===== src/include/xor_dirload_sub_defines.vh =====
// constants for the xor / direction-load / subtract execute block
`ifndef XOR_DIRLOAD_SUB_DEFINES_VH
`define XOR_DIRLOAD_SUB_DEFINES_VH

// opcode patterns (12-bit instruction word)
`define OPC_DIRLOAD_HI   9'h000
`define OPC_XORLIT_HI    4'hF
`define OPC_XORFILE_HI   6'h06
`define OPC_SUBFILE_HI   6'h02

// field positions
`define DEST_BIT         5
`define FILE_MSB         4
`define DIR_SEL_MSB      2

// direction register selectors
`define DIR_SEL_A        3'h5
`define DIR_SEL_B        3'h6
`define DIR_SEL_C        3'h7

// reset values
`define ACCUM_RST        8'h00
`define DIR_RST          8'hFF
`define FLAG_RST         1'b0

`endif


===== src/rtl/xor_dirload_sub_execute.v =====
// decode and execute for direction load, xor and subtract instructions
//
// Operation
// - direction load copies accumulator, flags untouched
// - xor literal into accumulator, zero flag only
// - xor accumulator with file register, zero only
// - destination bit picks accumulator or file
// - smaller file operand gives wrapped result, carry clear
// - equal operands give zero, carry set
// - subtract file minus accumulator, set carry/dc/zero
`timescale 1ns/1ps
`include "xor_dirload_sub_defines.vh"

module xor_dirload_sub_execute (
    input  wire        ref_clk,
    input  wire        rstn,
    input  wire        instr_valid,
    input  wire [11:0] instr,
    input  wire [7:0]  file_rdata,
    output wire [4:0]  file_addr,
    output reg         file_we,
    output reg  [7:0]  file_wdata,
    output wire [7:0]  accum,
    output wire        carry_flag,
    output wire        digit_carry_flag,
    output wire        zero_flag,
    output wire [7:0]  port_a_direction,
    output wire [7:0]  port_b_direction,
    output wire [7:0]  port_c_direction
);

// =====================================================================
// architectural registers
reg  [7:0] accum_r;
reg  [7:0] accum_nxt;
reg        carry_r;
reg        carry_nxt;
reg        digit_carry_r;
reg        digit_carry_nxt;
reg        zero_r;
reg        zero_nxt;
reg  [7:0] dir_a_r;
reg  [7:0] dir_a_nxt;
reg  [7:0] dir_b_r;
reg  [7:0] dir_b_nxt;
reg  [7:0] dir_c_r;
reg  [7:0] dir_c_nxt;

// =====================================================================
// outputs
assign accum            = accum_r;
assign carry_flag       = carry_r;
assign digit_carry_flag = digit_carry_r;
assign zero_flag        = zero_r;
assign port_a_direction = dir_a_r;
assign port_b_direction = dir_b_r;
assign port_c_direction = dir_c_r;

// =====================================================================
// decode
// file reads are combinational: the register file answers within
// the same cycle, so every instruction finishes in one clock
wire [8:0] op_hi9    = instr[11:3];
wire [5:0] op_hi6    = instr[11:6];
wire [3:0] op_hi4    = instr[11:8];
wire [7:0] literal   = instr[7:0];
wire       dest_file = instr[`DEST_BIT];
wire [2:0] dir_sel   = instr[`DIR_SEL_MSB:0];

// selectors outside 5..7 are refused, the load then does nothing
wire dir_sel_ok = (dir_sel == `DIR_SEL_A) ||
                  (dir_sel == `DIR_SEL_B) ||
                  (dir_sel == `DIR_SEL_C);

wire is_dirload = instr_valid && (op_hi9 == `OPC_DIRLOAD_HI) &&
                  dir_sel_ok;
wire is_xorlit  = instr_valid && (op_hi4 == `OPC_XORLIT_HI);
wire is_xorfile = instr_valid && (op_hi6 == `OPC_XORFILE_HI);
wire is_subfile = instr_valid && (op_hi6 == `OPC_SUBFILE_HI);

assign file_addr = instr[`FILE_MSB:0];

// =====================================================================
// datapath
wire [7:0] xorlit_res  = accum_r ^ literal;
wire [7:0] xorfile_res = accum_r ^ file_rdata;
// add the inverted subtrahend plus one; carry out means no borrow
wire [8:0] sub_full = {1'b0, file_rdata} + {1'b0, ~accum_r}
                      + 9'h001;
wire [4:0] sub_low  = {1'b0, file_rdata[3:0]} + {1'b0, ~accum_r[3:0]}
                      + 5'h01;
wire [7:0] sub_res  = sub_full[7:0];

wire xorlit_zero  = (xorlit_res == 8'h00);
wire xorfile_zero = (xorfile_res == 8'h00);
wire sub_zero     = (sub_res == 8'h00);

// =====================================================================
// file write-back
// write-back to the register file is a same-cycle strobe
always @* begin
    file_we    = 1'b0;
    file_wdata = 8'h00;
    if (is_xorfile && dest_file) begin
        file_we    = 1'b1;
        file_wdata = xorfile_res;
    end else if (is_subfile && dest_file) begin
        file_we    = 1'b1;
        file_wdata = sub_res;
    end
end

// =====================================================================
// accumulator next value
always @* begin
    accum_nxt = accum_r;
    if (is_xorlit) begin
        accum_nxt = xorlit_res;
    end else if (is_xorfile && !dest_file) begin
        accum_nxt = xorfile_res;
    end else if (is_subfile && !dest_file) begin
        accum_nxt = sub_res;
    end
end

// =====================================================================
// status flags next value
// the opcode decodes are exclusive, so the priority order is free
always @* begin
    zero_nxt = zero_r;
    if (is_xorlit) begin
        zero_nxt = xorlit_zero;
    end else if (is_xorfile) begin
        zero_nxt = xorfile_zero;
    end else if (is_subfile) begin
        zero_nxt = sub_zero;
    end
end

// xor and direction load leave both carries alone
always @* begin
    carry_nxt       = carry_r;
    digit_carry_nxt = digit_carry_r;
    if (is_subfile) begin
        carry_nxt       = sub_full[8];
        digit_carry_nxt = sub_low[4];
    end
end

// =====================================================================
// direction registers next value
always @* begin
    dir_a_nxt = dir_a_r;
    dir_b_nxt = dir_b_r;
    dir_c_nxt = dir_c_r;
    if (is_dirload) begin
        case (dir_sel)
            `DIR_SEL_A: begin
                dir_a_nxt = accum_r;
            end
            `DIR_SEL_B: begin
                dir_b_nxt = accum_r;
            end
            `DIR_SEL_C: begin
                dir_c_nxt = accum_r;
            end
            default: begin
                dir_a_nxt = dir_a_r;
            end
        endcase
    end
end

// =====================================================================
// state registers
always @(posedge ref_clk) begin
    if (!rstn) begin
        accum_r <= `ACCUM_RST;
    end else begin
        accum_r <= accum_nxt;
    end
end

always @(posedge ref_clk) begin
    if (!rstn) begin
        carry_r <= `FLAG_RST;
    end else begin
        carry_r <= carry_nxt;
    end
end

always @(posedge ref_clk) begin
    if (!rstn) begin
        digit_carry_r <= `FLAG_RST;
    end else begin
        digit_carry_r <= digit_carry_nxt;
    end
end

always @(posedge ref_clk) begin
    if (!rstn) begin
        zero_r <= `FLAG_RST;
    end else begin
        zero_r <= zero_nxt;
    end
end

// directions reset to all inputs so no pin drives before software
always @(posedge ref_clk) begin
    if (!rstn) begin
        dir_a_r <= `DIR_RST;
    end else begin
        dir_a_r <= dir_a_nxt;
    end
end

always @(posedge ref_clk) begin
    if (!rstn) begin
        dir_b_r <= `DIR_RST;
    end else begin
        dir_b_r <= dir_b_nxt;
    end
end

always @(posedge ref_clk) begin
    if (!rstn) begin
        dir_c_r <= `DIR_RST;
    end else begin
        dir_c_r <= dir_c_nxt;
    end
end

endmodule


===== config.mk =====
export PLATFORM = sky130hd
export DESIGN_NAME = xor_dirload_sub_execute
export DESIGN_NICKNAME = d
export VERILOG_FILES = /design/src/rtl/xor_dirload_sub_execute.v
export VERILOG_INCLUDE_DIRS = /design/src /design/src/include
export SDC_FILE = /design/constraint.sdc
export NUM_CORES = 1
export LEC_CHECK = 0
export ABC_AREA = 1
export BUFFER_PORTS_ARGS = -buffer_cell sky130_fd_sc_hd__buf_2
export CORE_ASPECT_RATIO = 0.6
export CORE_MARGIN = 5
export CORE_UTILIZATION = 55
export DETAILED_ROUTE_END_ITERATION = 8
export PLACE_DENSITY = 0.88
export SETUP_SLACK_MARGIN = 0.05
export SYNTH_ARGS = -nofsm -noshare
export SYNTH_HDL_FRONTEND = slang
export SYNTH_SLANG_ARGS = --single-unit

===== constraint.sdc =====
create_clock -name ref_clk -period 5.8 [get_ports ref_clk]
set_input_delay 0.29 -clock ref_clk [delete_from_list [all_inputs] [get_ports ref_clk]]
set_output_delay 0.29 -clock ref_clk [all_outputs]
set_load 0.01 [all_outputs]

== Word-level counts from Yosys, hierarchy flattened ==
Cells that the tools add are included.
Storage, ports and cells
  flip-flop bits (word level): 35
  bits in latches: 0
  RAM bits: 0
  ROM bits: 0
  input port bits: 23
  logic and storage cells: 52
  memories kept: 0
Cells by class
  add/sub/neg operators: 4
  multipliers: 0
  divide/modulo/power cells: 0
  magnitude comparators: 0
  equality and inequality tests: 6
  shifts and indexed selects: 0
  mux-type cells: 10
  bitwise logic cells: 4
  reductions and logical operators: 21
Operator list (count)
  two-way mux 8 bit: 5
  logical NOT 8 bit: 3
  XOR 8 bit: 2
  adder 8 x 8 -> 9 bit: 1
  adder 9 x 1 -> 9 bit (second input constant): 1
  == test 3 bit (second input constant): 3
  logical AND 1 bit: 9
  logical NOT 9 bit: 1
  NOT 8 bit: 1
  == test 6 x 2 -> 1 bit (second input constant): 1
  == test 6 x 3 -> 1 bit (second input constant): 1
  AND reduction 2 bit: 3
  nonzero test 3 bit: 2
  adder 4 x 4 -> 5 bit: 1
  adder 5 x 1 -> 5 bit (second input constant): 1
  two-way mux 1 bit: 5
  == test 4 bit (second input constant): 1
  NOT 4 bit: 1
  logical OR 1 bit: 2
  logical NOT 1 bit: 1

== Depth between registers and ports, before layout ==
  depth after elaboration: 7
  depth in mapped cells: 15
  depth with buffers taken out: 15

== Least setup slack after synthesis ==
Ideal clock, no wire load.
  path type: reg-to-output
  start: register accum_r[3] (netlist: accum[3])
  end: output port file_wdata[6]
  arrival: 1.747 ns
  data required time: 5.510 ns
  path slack: 3.763 ns
  cell stages (with the launch flop): 10
  cell sequence: dfxtp_1 inv_1 ha_1 clkbuf_1 or2_2 nand3_1 nand3_1 nand2_1 inv_1 o22ai_1
On the way
  longest elaborated chain between the ends: 5
Ends and longest elaborated chain
  start, declared: line xor_dirload_sub_execute.v:34  | reg [7:0] accum_r;
  start signal, assigned: line xor_dirload_sub_execute.v:178  | accum_r <= `ACCUM_RST;
  start signal, assigned: line xor_dirload_sub_execute.v:180  | accum_r <= accum_nxt;
  NOT 8 bit: line xor_dirload_sub_execute.v:88  | wire [8:0] sub_full = {1'b0, file_rdata} + {1'b0, ~accum_r}
  adder 8 x 8 -> 9 bit: line xor_dirload_sub_execute.v:88
  adder 9 x 1 -> 9 bit: line xor_dirload_sub_execute.v:89  | + 9'h001;
  two-way mux 8 bit: line xor_dirload_sub_execute.v:107  | end else if (is_subfile && dest_file) begin
  two-way mux 8 bit: line xor_dirload_sub_execute.v:104  | if (is_xorfile && dest_file) begin
  end, declared: line xor_dirload_sub_execute.v:22  | output reg [7:0] file_wdata,
No other way between the ends.

== Final worst setup path ==
Ends and elaborated chain as after synthesis.

==> flow_metrics.tcl <==
set metrics [dict create \
    dr.pass1.iters 5 \
    synth-seq-area-share_pct 31.5 \
    slowest_stage "dfxtp_1" \
    synthesis.area_um2 2220 \
    finalSetupTns_ns 0 \
    post_cts_buffers 0 \
    insertion_delay_ns 0.28 \
    cts.clk_slew.worst_paths_ns 0.07 \
    start_util_pct 58.7 \
    post-route-period-util_pct 42.2 \
    maxCapViolations 0 \
    vias 2376 \
    worstPathBufferInverterCount 3 \
    ys_dominant_reg_cell "dfxtp_1" \
    cts_tree "built" \
    grt_pass1_wl_mm 9.97 \
    hpwl_mm 4.88 \
    worstPathRequired_ns 5.51 \
    synth_edf_count 0 \
    finalSetupViolations 0 \
    ctsResizeCount 0 \
    synth_fp_nets 348 \
    worst_setup_path_start_kind "flip-flop" \
    synthAdderAreaFrac_pct 5.40 \
    p_clk_share_pct 35.0 \
    antenna_found_initial 0 \
    leakagePower_nw 1.43 \
    routabilityCongestion 0.941 \
    synth_xor_area_share_pct 2.76 \
    synthCells 316 \
    ios 72 \
    ant_nets 0 \
    wl_per_cell_um 14.4 \
    async_flop_share_pct 0 \
    power_uw 504 \
    min_path_cells 4 \
    io_buffer_count 71 \
    whs_ns 0.426 \
    synth.yosys.warnings 0 \
    final_cell_mix "87 x nand2_1, 71 x buf_2, 40 x inv_1, 35 x dfxtp_1, 23 x nand3_1" \
    insertedDiodeCount 0 \
    nets 412 \
    drive_gt1_share_pct 25.8 \
    synth_top_family_by_area "simple AND/OR/NAND/NOR gates" \
    wirelength_mm 6.15 \
    swShare_pct 27.8 \
    coreArea_um2 3790 \
    worst_slew_pin_slew_ns 0.630 \
    ir_worst_vdd_mv 0.131 \
    htree_levels 2 \
    internal_power_uw 364 \
    crit_chain "inv_1 -> ha_1 -> or2_2 -> nand3_1 -> nand3_1 -> nand2_1 -> inv_1 -> o22ai_1 -> buf_2" \
    fmax_ghz 0.408 \
    placementRows 17 \
    seqPwrFrac_pct 48.3 \
    relSlewSlack_pct 57.9 \
    endpoint_kind "output pin" \
    cts_made_buffers 5 \
    finalMaxSlewViolations 0 \
    netSwitchingPower_uw 140 \
    rsz0062_at_grt "false" \
    layout.cells.non_filler 427 \
    arrival_ns 2.16 \
    power_density_nw_per_um2 192 \
    synth-seq-cells 35 \
    critPathTopFamily "simple AND/OR/NAND/NOR gates" \
    grt_max_degree 28 \
    drc 0 \
    reg2reg_depth 11 \
    combinationalPowerShare_pct 16.8 \
    syn_to_final_growth_pct 18.3 \
    die_w_um 92.1 \
    viasPerCell 5.56 \
    min_period_ns 2.45 \
    clock_path_buffers 2 \
    synth_simple_gate_area_share_pct 29.7 \
    layout_commonest_cell "nand2_1" \
    root_buffer "clkbuf_8" \
    hp-class "primary input to flip-flop" \
    drt_iter0_drc 200 \
    avgSynthCellArea_um2 7.04 \
    dieArea_um2 5460 \
    post-place-cells 420 \
    worst_path_largest_cell_delay_ns 0.40 \
    synthMuxAreaShare_pct 0 \
    clkSinkCount 35 \
    grtUsageTotal_pct 23.0 \
    hold_viol_final 0 \
    grt_pass1_vias 2105 \
    yosysUniqueCellTypes 33 \
    path_max_fanout 9 \
    finClkSkew_ns 0.00213 \
    outcome "finished, final reports clean" \
    finish.utilization_pct 69.5 \
    synth_compound_gate_area_share_pct 19.2 \
    cts_hold_repair.buffers 0 \
    crit_type "flip-flop to output pin" \
    cp.depth 9 \
    dieHeight_um 59.3 \
    grt_overflow 0 \
]
## metrics by stage
stage	setup WS [ns]	area (µm²)
4_1_cts	3.38	2630
5_1_grt	3.22	2630
2_1_floorplan	3.76	2220
6_report	3.35	2630
3_5_place_dp	3.66	2540
3_3_place_gp	3.70	2540
## state kept, by name, summed over array words and instances (netlist names)
| signal | count |
|---|---|
| accum | 8 |
| carry_flag | 1 |
| digit_carry_flag | 1 |
| port_a_direction | 8 |
| port_b_direction | 8 |
| port_c_direction | 8 |
| zero_flag | 1 |
## cell usage after synthesis (all sizes together) (5+ instances only)
cell type  count  area (µm²)
dfxtp         35         701
nand3         23         115
inv           41         154
ha             8         100
nor2          21        83.8
o211ai        27         243
clkbuf         5        18.8
a21oi         16        80.1
buf            9        76.3
nor3           6        30.0
xor2           5        43.8
o22ai          8        50.1
o21ai          5        28.8
nand2         91         352
## power groups by stage
stage / Clock, mW / Combinational, mW / Sequential [mW]
global route: 0.191 / 0.0943 / 0.243
CTS: 0.181 / 0.0823 / 0.243
global placement: 0 / 0.0813 / 0.249
finish: 0.176 / 0.0845 / 0.243
floorplan: 0 / 0.0577 / 0.249
detailed placement: 0 / 0.0817 / 0.249
## layout make-up
class                           count  area [µm²]
Multi-Input combinational cell    225        1270
Fill cell                         357        1160
Sequential cell                    35         701
Timing Repair Buffer               71         355
Inverter                           42         158
Clock buffer                        6        82.6
Tap cell                           47        58.8
Clock inverter                      1        5.00
## layer usage
layer	global-route usage, %	routed length [µm]
met4	4.44	29
met5	0	0
met2	31.8	2370
met1	33.9	2980
met3	8.38	779
## cells by family after synthesis
kind of cell	count (synthesis)
AND/OR/NAND/NOR	149
flip-flops	35
XOR/XNOR	7
buffers and inverters	56
AO/OA/AOI/OAI	60
adder cells (fa/ha/maj)	9
## tightest hold or removal path, cell delays in order
cell and delay (ns):
buf_2 0.13, xor2_1 0.09, nand2_1 0.06, a31oi_1 0.08
## path summary, 6_finish.rpt
path | to | start | slack, ns
worst max register to register | accum[6]$_SDFFE_PN0P_ | accum[3]$_SDFFE_PN0P_ | 3.76
worst min register to register | port_a_direction[3]$_SDFFE_PN1P_ | port_a_direction[3]$_SDFFE_PN1P_ | 0.46
worst max-delay path | file_wdata[6] | accum[3]$_SDFFE_PN0P_ | 3.35
worst min-delay path | accum[4]$_SDFFE_PN0P_ | instr[4] | 0.43
No activity file was read; power rests on OpenSTA's default activity.
